==> config.mk <==
export PLATFORM = sky130hd
export DESIGN_NAME = stbpd_top
export DESIGN_NICKNAME = d
export VERILOG_FILES = /design/src/hw/stbpd_pkg.sv /design/src/hw/stbpd_wake.sv /design/src/hw/stbpd_clkgate.sv /design/src/hw/stbpd_top.sv
export VERILOG_INCLUDE_DIRS = /design/src /design/src/hw
export SDC_FILE = /design/constraint.sdc
export NUM_CORES = 1
export LEC_CHECK = 0
export BUFFER_PORTS_ARGS = -buffer_cell sky130_fd_sc_hd__buf_2
export CORE_UTILIZATION = 40
export DETAILED_ROUTE_END_ITERATION = 8
export GPL_ROUTABILITY_DRIVEN = 0
export PLACE_DENSITY_LB_ADDON = 0.25
export SLEW_MARGIN = 20
export SYNTH_ARGS = -nofsm -noshare
export SYNTH_HDL_FRONTEND = slang
export SYNTH_SLANG_ARGS = --single-unit
==> constraint.sdc <==
create_clock -name core_clk_i -period 2.3 [get_ports core_clk_i]
set_input_delay 0.23 -clock core_clk_i [delete_from_list [all_inputs] [get_ports core_clk_i]]
set_output_delay 0.23 -clock core_clk_i [all_outputs]
set_load 0.01 [all_outputs]
==> src/hw/stbpd_defines.svh <==
// stbpd_defines.svh: offsets, field positions, reset values for standby power-down control
// assumes inclusion by bare name from design files
`ifndef STBPD_DEFINES_SVH
`define STBPD_DEFINES_SVH

// ==========================================================
// register map
`define STBPD_ADDR_W          4
`define STBPD_OFS_CONTROL     4'h0
`define STBPD_OFS_STATUS      4'h4

// ==========================================================
// control fields
`define STBPD_BIT_STANDBY_SELECT_SEL    7
`define STBPD_BIT_XTAL_KEEP   4
`define STBPD_BIT_TMR_STOP    2
`define STBPD_CTRL_WMASK      8'h94
`define STBPD_CTRL_RESET      8'h00

// ==========================================================
// status fields
`define STBPD_BIT_ST_SLEEP    0
`define STBPD_BIT_ST_STANDBY  1
`define STBPD_BIT_ST_XTAL_ON  2
`define STBPD_BIT_ST_TMR_ON   3

`endif

==> src/hw/stbpd_pkg.sv <==
// stbpd_pkg.sv: types for standby power-down control
// assumes nothing beyond a SystemVerilog compiler
`default_nettype none

package stbpd_pkg;

    typedef enum logic [3:0] {
        STBPD_RUN     = 4'h1,
        STBPD_SLEEP   = 4'h2,
        STBPD_STANDBY = 4'h4,
        STBPD_RESET   = 4'h8
    } stbpd_state_e;

    typedef struct packed {
        logic standby_select;
        logic crystal_keep_running;
        logic timer_clock_stop;
    } stbpd_ctrl_s;

    typedef struct packed {
        logic cpu_halt;
        logic periph_halt;
        logic clkgen_halt;
        logic crystal_run;
        logic timer_clk_en;
    } stbpd_pwr_s;

endpackage

`default_nettype wire

==> src/hw/stbpd_wake.sv <==
// stbpd_wake.sv: classifies wake events for the power-down sequencer
// assumes event inputs synchronous to core_clk_i
`default_nettype none

module stbpd_wake
    import stbpd_pkg::*;
(
    // mode
    input  wire logic      in_sleep_i,
    input  wire logic      in_standby_i,
    // events
    input  wire logic      irq_any_i,
    input  wire logic      nmi_i,
    input  wire logic      ext_irq_i,
    // result
    output logic           wake_o
);

    // sleep ends on any interrupt; standby only on nmi or external request
    always_comb begin
        wake_o = (in_sleep_i & irq_any_i) | (in_standby_i & (nmi_i | ext_irq_i));
    end

endmodule

`default_nettype wire

==> src/hw/stbpd_clkgate.sv <==
// stbpd_clkgate.sv: glitch-free clock enable gate for the timer unit
// assumes clk_i is the core clock; enable is sampled on the falling edge
`default_nettype none

module stbpd_clkgate (
    // clock
    input  wire logic      clk_i,
    // control
    input  wire logic      en_i,
    // gated clock
    output logic           gclk_o
);

    logic en_lat_ff;

    // capture enable on the falling clock edge, so the gated clock never gets a cut pulse
    always_ff @(negedge clk_i) begin
        en_lat_ff <= en_i;
    end

    assign gclk_o = clk_i & en_lat_ff;

endmodule

`default_nettype wire

==> src/hw/stbpd_top.sv <==
// stbpd_top.sv: standby control register and power-down mode sequencer
// assumes a single core clock, synchronous active-high reset and a plain register port
//
// Overview of operation
// - low on poweron_reset_n starts power-on reset processing
// - control register cleared by power-on reset, kept across manual reset
// - bit 7 clear: sleep instruction enters sleep; set: software standby
// - bit 4 clear stops crystal in standby; set keeps it oscillating
// - bit 2 set halts timer unit clock; clear lets timer run outside standby
// - reserved bits 6,5,3,1,0 read zero; software writes zero there
// - sleep: cpu halts, clocks and peripherals run; interrupt or reset ends it
// - standby: all halt; nmi, external request or power-on reset ends it
`include "stbpd_defines.svh"
`default_nettype none

module stbpd_top
    import stbpd_pkg::*;
(
    // clock and reset
    input  wire logic                       core_clk_i,
    input  wire logic                       reset_i,
    input  wire logic                       poweron_reset_n_i,
    input  wire logic                       manual_reset_i,
    // register port
    input  wire logic [`STBPD_ADDR_W-1:0]   reg_addr_i,
    input  wire logic [7:0]                 reg_wdata_i,
    input  wire logic                       reg_wr_i,
    input  wire logic                       reg_rd_i,
    output logic      [7:0]                 reg_rdata_o,
    // cpu side
    input  wire logic                       sleep_exec_i,
    input  wire logic                       irq_any_i,
    input  wire logic                       nmi_i,
    input  wire logic                       ext_irq_i,
    // power controls
    output logic                            cpu_halt_o,
    output logic                            periph_halt_o,
    output logic                            clkgen_halt_o,
    output logic                            crystal_run_o,
    output logic                            poweron_reset_o,
    output logic                            timer_clk_o
);

    // ==========================================================
    // state
    stbpd_ctrl_s   ctrl_ff,   nxt_ctrl;
    stbpd_ctrl_s   ctrl_eff;
    stbpd_state_e  state_ff,  nxt_state;
    stbpd_pwr_s    pwr_ff,    nxt_pwr;
    logic [7:0]    rdata_ff,  nxt_rdata;
    logic          por_ff,    nxt_por;
    logic          wake;
    logic          por_req;

    // both the port reset and the pin count as power-on reset
    assign por_req = reset_i | ~poweron_reset_n_i;

    // ==========================================================
    // wake decode
    stbpd_wake u_wake (
        .in_sleep_i   (state_ff == STBPD_SLEEP),
        .in_standby_i (state_ff == STBPD_STANDBY),
        .irq_any_i    (irq_any_i),
        .nmi_i        (nmi_i),
        .ext_irq_i    (ext_irq_i),
        .wake_o       (wake)
    );

    // ==========================================================
    // control register
    always_comb begin
        nxt_ctrl = ctrl_ff;
        if (reg_wr_i && reg_addr_i == `STBPD_OFS_CONTROL) begin
            nxt_ctrl.standby_select       = reg_wdata_i[`STBPD_BIT_STANDBY_SELECT_SEL];
            nxt_ctrl.crystal_keep_running = reg_wdata_i[`STBPD_BIT_XTAL_KEEP];
            nxt_ctrl.timer_clock_stop     = reg_wdata_i[`STBPD_BIT_TMR_STOP];
        end
    end

    // manual reset deliberately not used here
    always_ff @(posedge core_clk_i) begin
        if (por_req) begin
            ctrl_ff <= '0;
        end else begin
            ctrl_ff <= nxt_ctrl;
        end
    end

    // ==========================================================
    // control value seen by the sequencer
    always_comb begin
        ctrl_eff = nxt_ctrl;
        if (por_req) begin
            ctrl_eff = '0;
        end
    end

    // ==========================================================
    // read data, one cycle after strobe
    always_comb begin
        nxt_rdata = 8'h00;
        if (reg_rd_i) begin
            case (reg_addr_i)
                `STBPD_OFS_CONTROL: begin
                    nxt_rdata[`STBPD_BIT_STANDBY_SELECT_SEL]  = ctrl_ff.standby_select;
                    nxt_rdata[`STBPD_BIT_XTAL_KEEP] = ctrl_ff.crystal_keep_running;
                    nxt_rdata[`STBPD_BIT_TMR_STOP]  = ctrl_ff.timer_clock_stop;
                end
                `STBPD_OFS_STATUS: begin
                    nxt_rdata[`STBPD_BIT_ST_SLEEP]   = (state_ff == STBPD_SLEEP);
                    nxt_rdata[`STBPD_BIT_ST_STANDBY] = (state_ff == STBPD_STANDBY);
                    nxt_rdata[`STBPD_BIT_ST_XTAL_ON] = pwr_ff.crystal_run;
                    nxt_rdata[`STBPD_BIT_ST_TMR_ON]  = pwr_ff.timer_clk_en;
                end
                default: begin
                    nxt_rdata = 8'h00;
                end
            endcase
        end
    end

    always_ff @(posedge core_clk_i) begin
        if (reset_i) begin
            rdata_ff <= 8'h00;
        end else begin
            rdata_ff <= nxt_rdata;
        end
    end

    // ==========================================================
    // mode sequencer
    always_comb begin
        nxt_state = state_ff;
        nxt_por   = 1'b0;
        case (state_ff)
            STBPD_RESET: begin
                nxt_state = STBPD_RUN;
            end
            STBPD_RUN: begin
                if (manual_reset_i) begin
                    nxt_state = STBPD_RUN;
                end else if (sleep_exec_i) begin
                    nxt_state = nxt_ctrl.standby_select ? STBPD_STANDBY : STBPD_SLEEP;
                end
            end
            STBPD_SLEEP: begin
                if (wake || manual_reset_i) begin
                    nxt_state = STBPD_RUN;
                end
            end
            STBPD_STANDBY: begin
                if (wake) begin
                    nxt_state = STBPD_RUN;
                end
            end
            default: begin
                nxt_state = STBPD_RESET;
            end
        endcase
        if (por_req) begin
            nxt_state = STBPD_RESET;
            nxt_por   = 1'b1;
        end
    end

    always_comb begin
        nxt_pwr.cpu_halt     = (nxt_state == STBPD_SLEEP) | (nxt_state == STBPD_STANDBY);
        nxt_pwr.periph_halt  = (nxt_state == STBPD_STANDBY);
        nxt_pwr.clkgen_halt  = (nxt_state == STBPD_STANDBY);
        nxt_pwr.crystal_run  = (nxt_state != STBPD_STANDBY) | ctrl_eff.crystal_keep_running;
        nxt_pwr.timer_clk_en = ~ctrl_eff.timer_clock_stop & (nxt_state != STBPD_STANDBY);
    end

    always_ff @(posedge core_clk_i) begin
        if (reset_i) begin
            state_ff <= STBPD_RESET;
            pwr_ff   <= 5'h02;
            por_ff   <= 1'b1;
        end else begin
            state_ff <= nxt_state;
            pwr_ff   <= nxt_pwr;
            por_ff   <= nxt_por;
        end
    end

    // ==========================================================
    // timer clock gate
    stbpd_clkgate u_tmr_gate (
        .clk_i  (core_clk_i),
        .en_i   (pwr_ff.timer_clk_en),
        .gclk_o (timer_clk_o)
    );

    // ==========================================================
    // outputs
    assign reg_rdata_o     = rdata_ff;
    assign cpu_halt_o      = pwr_ff.cpu_halt;
    assign periph_halt_o   = pwr_ff.periph_halt;
    assign clkgen_halt_o   = pwr_ff.clkgen_halt;
    assign crystal_run_o   = pwr_ff.crystal_run;
    assign poweron_reset_o = por_ff;

    // ==========================================================
    // checks
    a_por_clears_ctrl: assert property (@(posedge core_clk_i)
        !poweron_reset_n_i |=> ctrl_ff == '0)
        else $error("control not cleared by power-on reset");
    a_manual_keeps: assert property (@(posedge core_clk_i) disable iff (por_req)
        !por_req && manual_reset_i && !reg_wr_i |=> $stable(ctrl_ff))
        else $error("control changed on manual reset");
    a_por_state: assert property (@(posedge core_clk_i)
        !poweron_reset_n_i |=> state_ff == STBPD_RESET && poweron_reset_o)
        else $error("power-on reset not started");
    a_sleep_sel: assert property (@(posedge core_clk_i) disable iff (por_req)
        !por_req && state_ff == STBPD_RUN && sleep_exec_i && !manual_reset_i && !reg_wr_i
        |=> (state_ff == STBPD_STANDBY) == $past(ctrl_ff.standby_select))
        else $error("wrong power-down mode chosen");
    a_xtal_standby: assert property (@(posedge core_clk_i) disable iff (reset_i)
        state_ff == STBPD_STANDBY |-> crystal_run_o == ctrl_ff.crystal_keep_running)
        else $error("crystal state wrong in standby");
    a_tmr_gate: assert property (@(posedge core_clk_i) disable iff (reset_i)
        ctrl_ff.timer_clock_stop |-> !pwr_ff.timer_clk_en)
        else $error("timer clock not stopped");
    a_rsvd_zero: assert property (@(posedge core_clk_i) disable iff (reset_i)
        $past(reg_rd_i) && $past(reg_addr_i) == `STBPD_OFS_CONTROL
        |-> (reg_rdata_o & ~`STBPD_CTRL_WMASK) == 8'h00)
        else $error("reserved bits not zero");
    a_sleep_periph: assert property (@(posedge core_clk_i) disable iff (reset_i)
        state_ff == STBPD_SLEEP |-> cpu_halt_o && !periph_halt_o && !clkgen_halt_o)
        else $error("sleep halts wrong units");
    a_standby_hold: assert property (@(posedge core_clk_i) disable iff (por_req)
        !por_req && state_ff == STBPD_STANDBY && !nmi_i && !ext_irq_i
        |=> state_ff == STBPD_STANDBY)
        else $error("standby left without wake source");
    a_standby_wake: assert property (@(posedge core_clk_i) disable iff (por_req)
        !por_req && state_ff == STBPD_STANDBY && nmi_i
        |=> state_ff == STBPD_RUN && !cpu_halt_o)
        else $error("standby not left on nmi");

    // ==========================================================
    // reset and register checks
    a_reset_state: assert property (@(posedge core_clk_i)
        reset_i |=> state_ff == STBPD_RESET && poweron_reset_o
        && crystal_run_o && !cpu_halt_o && !pwr_ff.timer_clk_en)
        else $error("outputs wrong after reset");
    a_por_pulse: assert property (@(posedge core_clk_i) disable iff (reset_i)
        !por_req |=> !poweron_reset_o)
        else $error("power-on flag without reset");
    a_reset_clears: assert property (@(posedge core_clk_i)
        reset_i |=> ctrl_ff == '0)
        else $error("control not cleared by reset");
    a_ctrl_hold: assert property (@(posedge core_clk_i) disable iff (reset_i)
        !por_req && !(reg_wr_i && reg_addr_i == `STBPD_OFS_CONTROL) |=> $stable(ctrl_ff))
        else $error("control changed without a write");
    a_write_lands: assert property (@(posedge core_clk_i) disable iff (reset_i)
        !por_req && reg_wr_i && reg_addr_i == `STBPD_OFS_CONTROL
        |=> ctrl_ff.standby_select == $past(reg_wdata_i[`STBPD_BIT_STANDBY_SELECT_SEL])
        && ctrl_ff.crystal_keep_running == $past(reg_wdata_i[`STBPD_BIT_XTAL_KEEP])
        && ctrl_ff.timer_clock_stop == $past(reg_wdata_i[`STBPD_BIT_TMR_STOP]))
        else $error("control write lost");

    // ==========================================================
    // mode checks
    a_sleep_enter: assert property (@(posedge core_clk_i) disable iff (reset_i)
        !por_req && state_ff == STBPD_RUN && sleep_exec_i && !manual_reset_i && !reg_wr_i
        && !ctrl_ff.standby_select |=> state_ff == STBPD_SLEEP && !periph_halt_o)
        else $error("sleep not entered");
    a_xtal_run: assert property (@(posedge core_clk_i) disable iff (reset_i)
        state_ff != STBPD_STANDBY |-> crystal_run_o)
        else $error("crystal stopped outside standby");
    a_tmr_run: assert property (@(posedge core_clk_i) disable iff (reset_i)
        (state_ff == STBPD_RUN || state_ff == STBPD_SLEEP) && !ctrl_ff.timer_clock_stop
        |-> pwr_ff.timer_clk_en)
        else $error("timer clock stopped while enabled");
    a_sleep_hold: assert property (@(posedge core_clk_i) disable iff (reset_i)
        !por_req && state_ff == STBPD_SLEEP && !irq_any_i && !manual_reset_i
        |=> state_ff == STBPD_SLEEP)
        else $error("sleep left without wake source");
    a_sleep_wake: assert property (@(posedge core_clk_i) disable iff (reset_i)
        !por_req && state_ff == STBPD_SLEEP && (irq_any_i || manual_reset_i)
        |=> state_ff == STBPD_RUN && !cpu_halt_o)
        else $error("sleep not left on interrupt");
    a_standby_halt: assert property (@(posedge core_clk_i) disable iff (reset_i)
        state_ff == STBPD_STANDBY |-> cpu_halt_o && periph_halt_o && clkgen_halt_o
        && !pwr_ff.timer_clk_en)
        else $error("standby does not halt all units");
    a_standby_ext: assert property (@(posedge core_clk_i) disable iff (reset_i)
        !por_req && state_ff == STBPD_STANDBY && ext_irq_i |=> state_ff == STBPD_RUN)
        else $error("standby not left on external request");

    // ==========================================================
    // timer gate check
    a_gate_cycle: assert property (@(negedge core_clk_i) disable iff (reset_i)
        timer_clk_o == $past(pwr_ff.timer_clk_en))
        else $error("timer clock pulse cut or late");

    // ==========================================================
    // scenario covers
    c_sleep:   cover property (@(posedge core_clk_i)
        state_ff == STBPD_SLEEP ##[1:20] state_ff == STBPD_RUN);
    c_standby: cover property (@(posedge core_clk_i)
        state_ff == STBPD_STANDBY ##[1:20] state_ff == STBPD_RUN);
    c_tmrstop: cover property (@(posedge core_clk_i) $fell(pwr_ff.timer_clk_en));
    c_xtal_keep: cover property (@(posedge core_clk_i)
        state_ff == STBPD_STANDBY && crystal_run_o);
    c_same_write: cover property (@(posedge core_clk_i)
        state_ff == STBPD_RUN && sleep_exec_i && reg_wr_i ##1 state_ff == STBPD_STANDBY);

endmodule

`default_nettype wire

==> results.txt <==
The flow ran to the end, but the final reports show violations. The final reports fail on negative setup slack. The power share of the combinational group is 8.0%.

The sequential cell fraction of total power is 51.3%. The floorplan step defined a core boundary enclosing 1802 um^2. In this run the worst hold path is classified as in -> reg.

The worst hold path begins at reset_i. The count of fill cells added during filler insertion is 178. The per-cell routed wire length came out at 11.06 um. The vertical die dimension came out at 46.88 um. The depth of the worst register-to-register path came out at 0.

The worst setup path is captured at an output port. The number of setup violations in the final report is 2. The switching portion of total power came out at 25.17%.

The clock network accounts for 40.7% of the total power. The later pin in the worst-skew pair is clocked with a latency of 470 ps. By area the synthesized netlist is led by sky130_fd_sc_hd__dfxtp_1, sky130_fd_sc_hd__nor2_1, sky130_fd_sc_hd__or4b_4, sky130_fd_sc_hd__and2_1, sky130_fd_sc_hd__buf_4. The number of DRC violations after detailed routing is 0. The initial core utilization is 44.72%. The startpoint of the worst register-to-register path is pwr_ff[0]$_SDFF_PP0_. Summing the areas of all compound-gate instances in the mapped netlist gives 12.42% of the synthesized area. On the worst path, the slowest cell contributes a delay of 280 ps. The data arrival time of the critical path came out at 2140 ps.

For the worst setup path, the data required time is 2070 ps. The number of vias in the routed layout came out at 672. The first global-routing pass estimated 2594 um of wire.

The share of synthesized area spent on multiplexers came out at 2.484%. Once layout is complete, the cells apart from fillers number 140. Entering global routing, the biggest net connects 12 pins. By area, the combinational part of the netlist is dominated by simple AND/OR/NAND/NOR gates. After synthesis, flip-flops and latches occupy 47.20% of the total area. The largest individual stage delay along the critical path comes from the cell sky130_fd_sc_hd__dfxtp_1. The reported leakage power is 0.4448 nW.

From synthesis to final layout, the design area changed by 23.76%. Dividing total power by cell area gives a power density of 665.4 nW/um^2. The number of post-CTS setup repair buffers is 0. Timing analysis after detailed placement gives a worst setup slack of 404.6 ps. The number of buffers added to fix hold violations after cts came out at 0.

The half-perimeter wire length after detailed placement is 1160 um. The share of layout cells above drive strength 1 came out at 36.52%. The most common cell after layout, fill and taps aside is sky130_fd_sc_hd__buf_2.

The internal portion of the total power is 496.5 uW. Traced cell by cell, the critical path runs through and2_1 -> buf_2. The worst hold path terminates at pwr_ff[0]$_SDFF_PP0_. The number of detailed-routing iterations run before antenna repair came out at 4. The average vias per placed instance came out at 4.800. Summing the areas of all xor and xnor instances in the mapped netlist gives 1.087% of the synthesized area. During synthesis, Yosys emitted a total of 0 warnings. Setup slack on the critical path of the routed design comes to -74.12 ps. In the layout the commonest cells are sky130_fd_sc_hd__buf_2, sky130_fd_sc_hd__dfxtp_1, sky130_fd_sc_hd__nor2_1. The maximum ir drop on the vdd rail is 0.0003375 V. The clock slew at the register clock pins of the worst setup and hold paths came out at 110 ps. The hold violation count in the final report was 0.

36 I/O pins were placed. The max capacitance violation total came out at 0. In the global route stage, overall resource usage came out at 17.94%. The number of DRC markers after the initial detailed-route iteration came out at 14. The worst setup path is launched from a flip-flop. The gate count of the mapped netlist came out at 83. The via count of the first global-routing pass is 614. The number of antenna violations at the first check in global routing is 0. The final-report max-slew violation count was 0. The number of placed instances, taps included is 133. The leading area contributor after synthesis is sky130_fd_sc_hd__dfxtp_1.

TritonCTS built the clock tree. Summed over all nets, the switching power comes to 167.0 uW. The reg-to-reg critical path endpoint is u_tmr_gate.en_lat_ff$_DFF_N_. The number of rows created at floorplan came out at 15. The setup check on the worst reg-to-reg path leaves a slack of 770 ps. The aggregate routed wire length came out at 1548 um.

The share of the synthesized area in the top cell type is 47.20%. The worst hold path passes through 2 cells. The number of enable-type register cells in the synthesized netlist is 0. The synthesis-stage register bit count came out at 19.

The overall overflow remaining after global route came out at 0. The area fraction in and, or, nand and nor cells after synthesis is 30.75%. Summing every instance area after synthesis gives 805.8 um^2.

The die outline width came out at 46.88 um. The clock skew is 62.02 ps. The type of the setup path with the least slack is reg -> out. After synthesis, the mean cell area works out to 9.708 um^2. The adder and majority gate portion of the synthesized area came out at 0%. Setup repair after global routing could not meet its margin everywhere. The layout net count came out at 138. Post-CTS repair changed the size of 0 cells. The number of buffers inserted by port buffering came out at 28. The number of library cell types mapped by synthesis is 34. The total die area is 2198 um^2. After synthesis, the share of flip-flops with an asynchronous set or reset is 0%.

Along the worst path, the maximum fanout reaches 1. The predominant post-synthesis flop cell is sky130_fd_sc_hd__dfxtp_1. The post-route antenna net violation count came out at 0. The number of antenna diodes came out at 0.
-- synth_stat cells, drive strengths merged (3+ instances only) --
| library cell | n |
|---|---|
| nand2b | 3 |
| o21ai | 5 |
| and2 | 4 |
| nor2 | 9 |
| nor3b | 3 |
| nor3 | 3 |
| dfxtp | 19 |
| inv | 3 |
| a21oi | 4 |
| buf | 4 |
-- flip-flops by register name, indices dropped and copies added (netlist names) --
signal,flops
ctrl_ff,3
reg_rdata_o,6
poweron_reset_o,1
pwr_ff,1
clkgen_halt_o,1
u_tmr_gate.en_lat_ff,1
state_ff,4
cpu_halt_o,1
crystal_run_o,1
-- per-layer routing --
| metal | share of wire, % | up-vias | wire length [um] | global-route usage, % |
|---|---|---|---|---|
| li1 | - | 352 | - | - |
| met1 | 48 | 290 | 736 | 21.65 |
| met2 | 45 | 28 | 696 | 23.61 |
| met3 | 6.4 | 2 | 99 | 10.77 |
| met4 | 1.0 | 0 | 16 | 12.00 |
| met5 | 0 | - | 0 | 0 |
-- how the worst max path moves through the flow --
stage	from	to	slack [ps]	cells past startpoint
after floorplan	u_tmr_gate.en_lat_ff$_DFF_N_	timer_clk_o	490	1
after global placement	u_tmr_gate.en_lat_ff$_DFF_N_	timer_clk_o	410	2
after detailed placement	u_tmr_gate.en_lat_ff$_DFF_N_	timer_clk_o	400	2
after CTS	u_tmr_gate.en_lat_ff$_DFF_N_	timer_clk_o	-80	2
after global routing	u_tmr_gate.en_lat_ff$_DFF_N_	timer_clk_o	-150	2
final	u_tmr_gate.en_lat_ff$_DFF_N_	timer_clk_o	-70	2
-- metrics by stage --
| step | setup TNS (ps) | hold WS [ps] | power [mW] | utilization [%] | cell area (um^2) |
|---|---|---|---|---|---|
| detailed placement | 0 | 437.6 | 0.4257 | 52.57 | 947.2 |
| CTS | -80.99 | 10.61 | 0.6686 | 55.35 | 997.2 |
| global placement | 0 | 437.6 | 0.4241 | 52.57 | 947.2 |
| floorplan | 0 | 305.8 | 0.3975 | - | 809.5 |
| global route | -151.9 | 11.13 | 0.7051 | 55.35 | 997.2 |
| finish | -74.12 | 18.00 | 0.6635 | 55.35 | 997.2 |
-- power groups by stage --
stage               clock [mW]  combinational (mW)  sequential, mW
floorplan               0.0177              0.0323           0.347
global placement        0.0252              0.0520           0.347
detailed placement      0.0252              0.0531           0.347
CTS                      0.275              0.0534           0.340
global route             0.305              0.0593           0.341
finish                   0.270              0.0532           0.340
-- worst max-delay path, delay by kind of cell (launching register included) --
family / cells / cell delay [ps]
DFF: 1 / 280
and+or+nand+nor: 1 / 120
buffers and inverters: 1 / 130
-- logic make-up (layout without fill, tap and decap cells) --
group / after synthesis / in the layout
compound gates: 15 / 15
xor+xnor: 1 / 1
buf+inv: 7 / 38
flops: 19 / 19
mux: 2 / 2
other cells: 1 / 2
simple gates: 38 / 38
-- cell type report --
class	count	area (um^2)	area share, %
Multi-Input combinational cell	58	384.1	38.52
Sequential cell	19	380.4	38.14
Tap cell	25	31.28	3.137
Clock inverter	2	8.758	0.8783
Clock buffer	7	50.05	5.019
Timing Repair Buffer	27	135.1	13.55
Inverter	2	7.507	0.7528
Power figures use the tool's default switching activity.
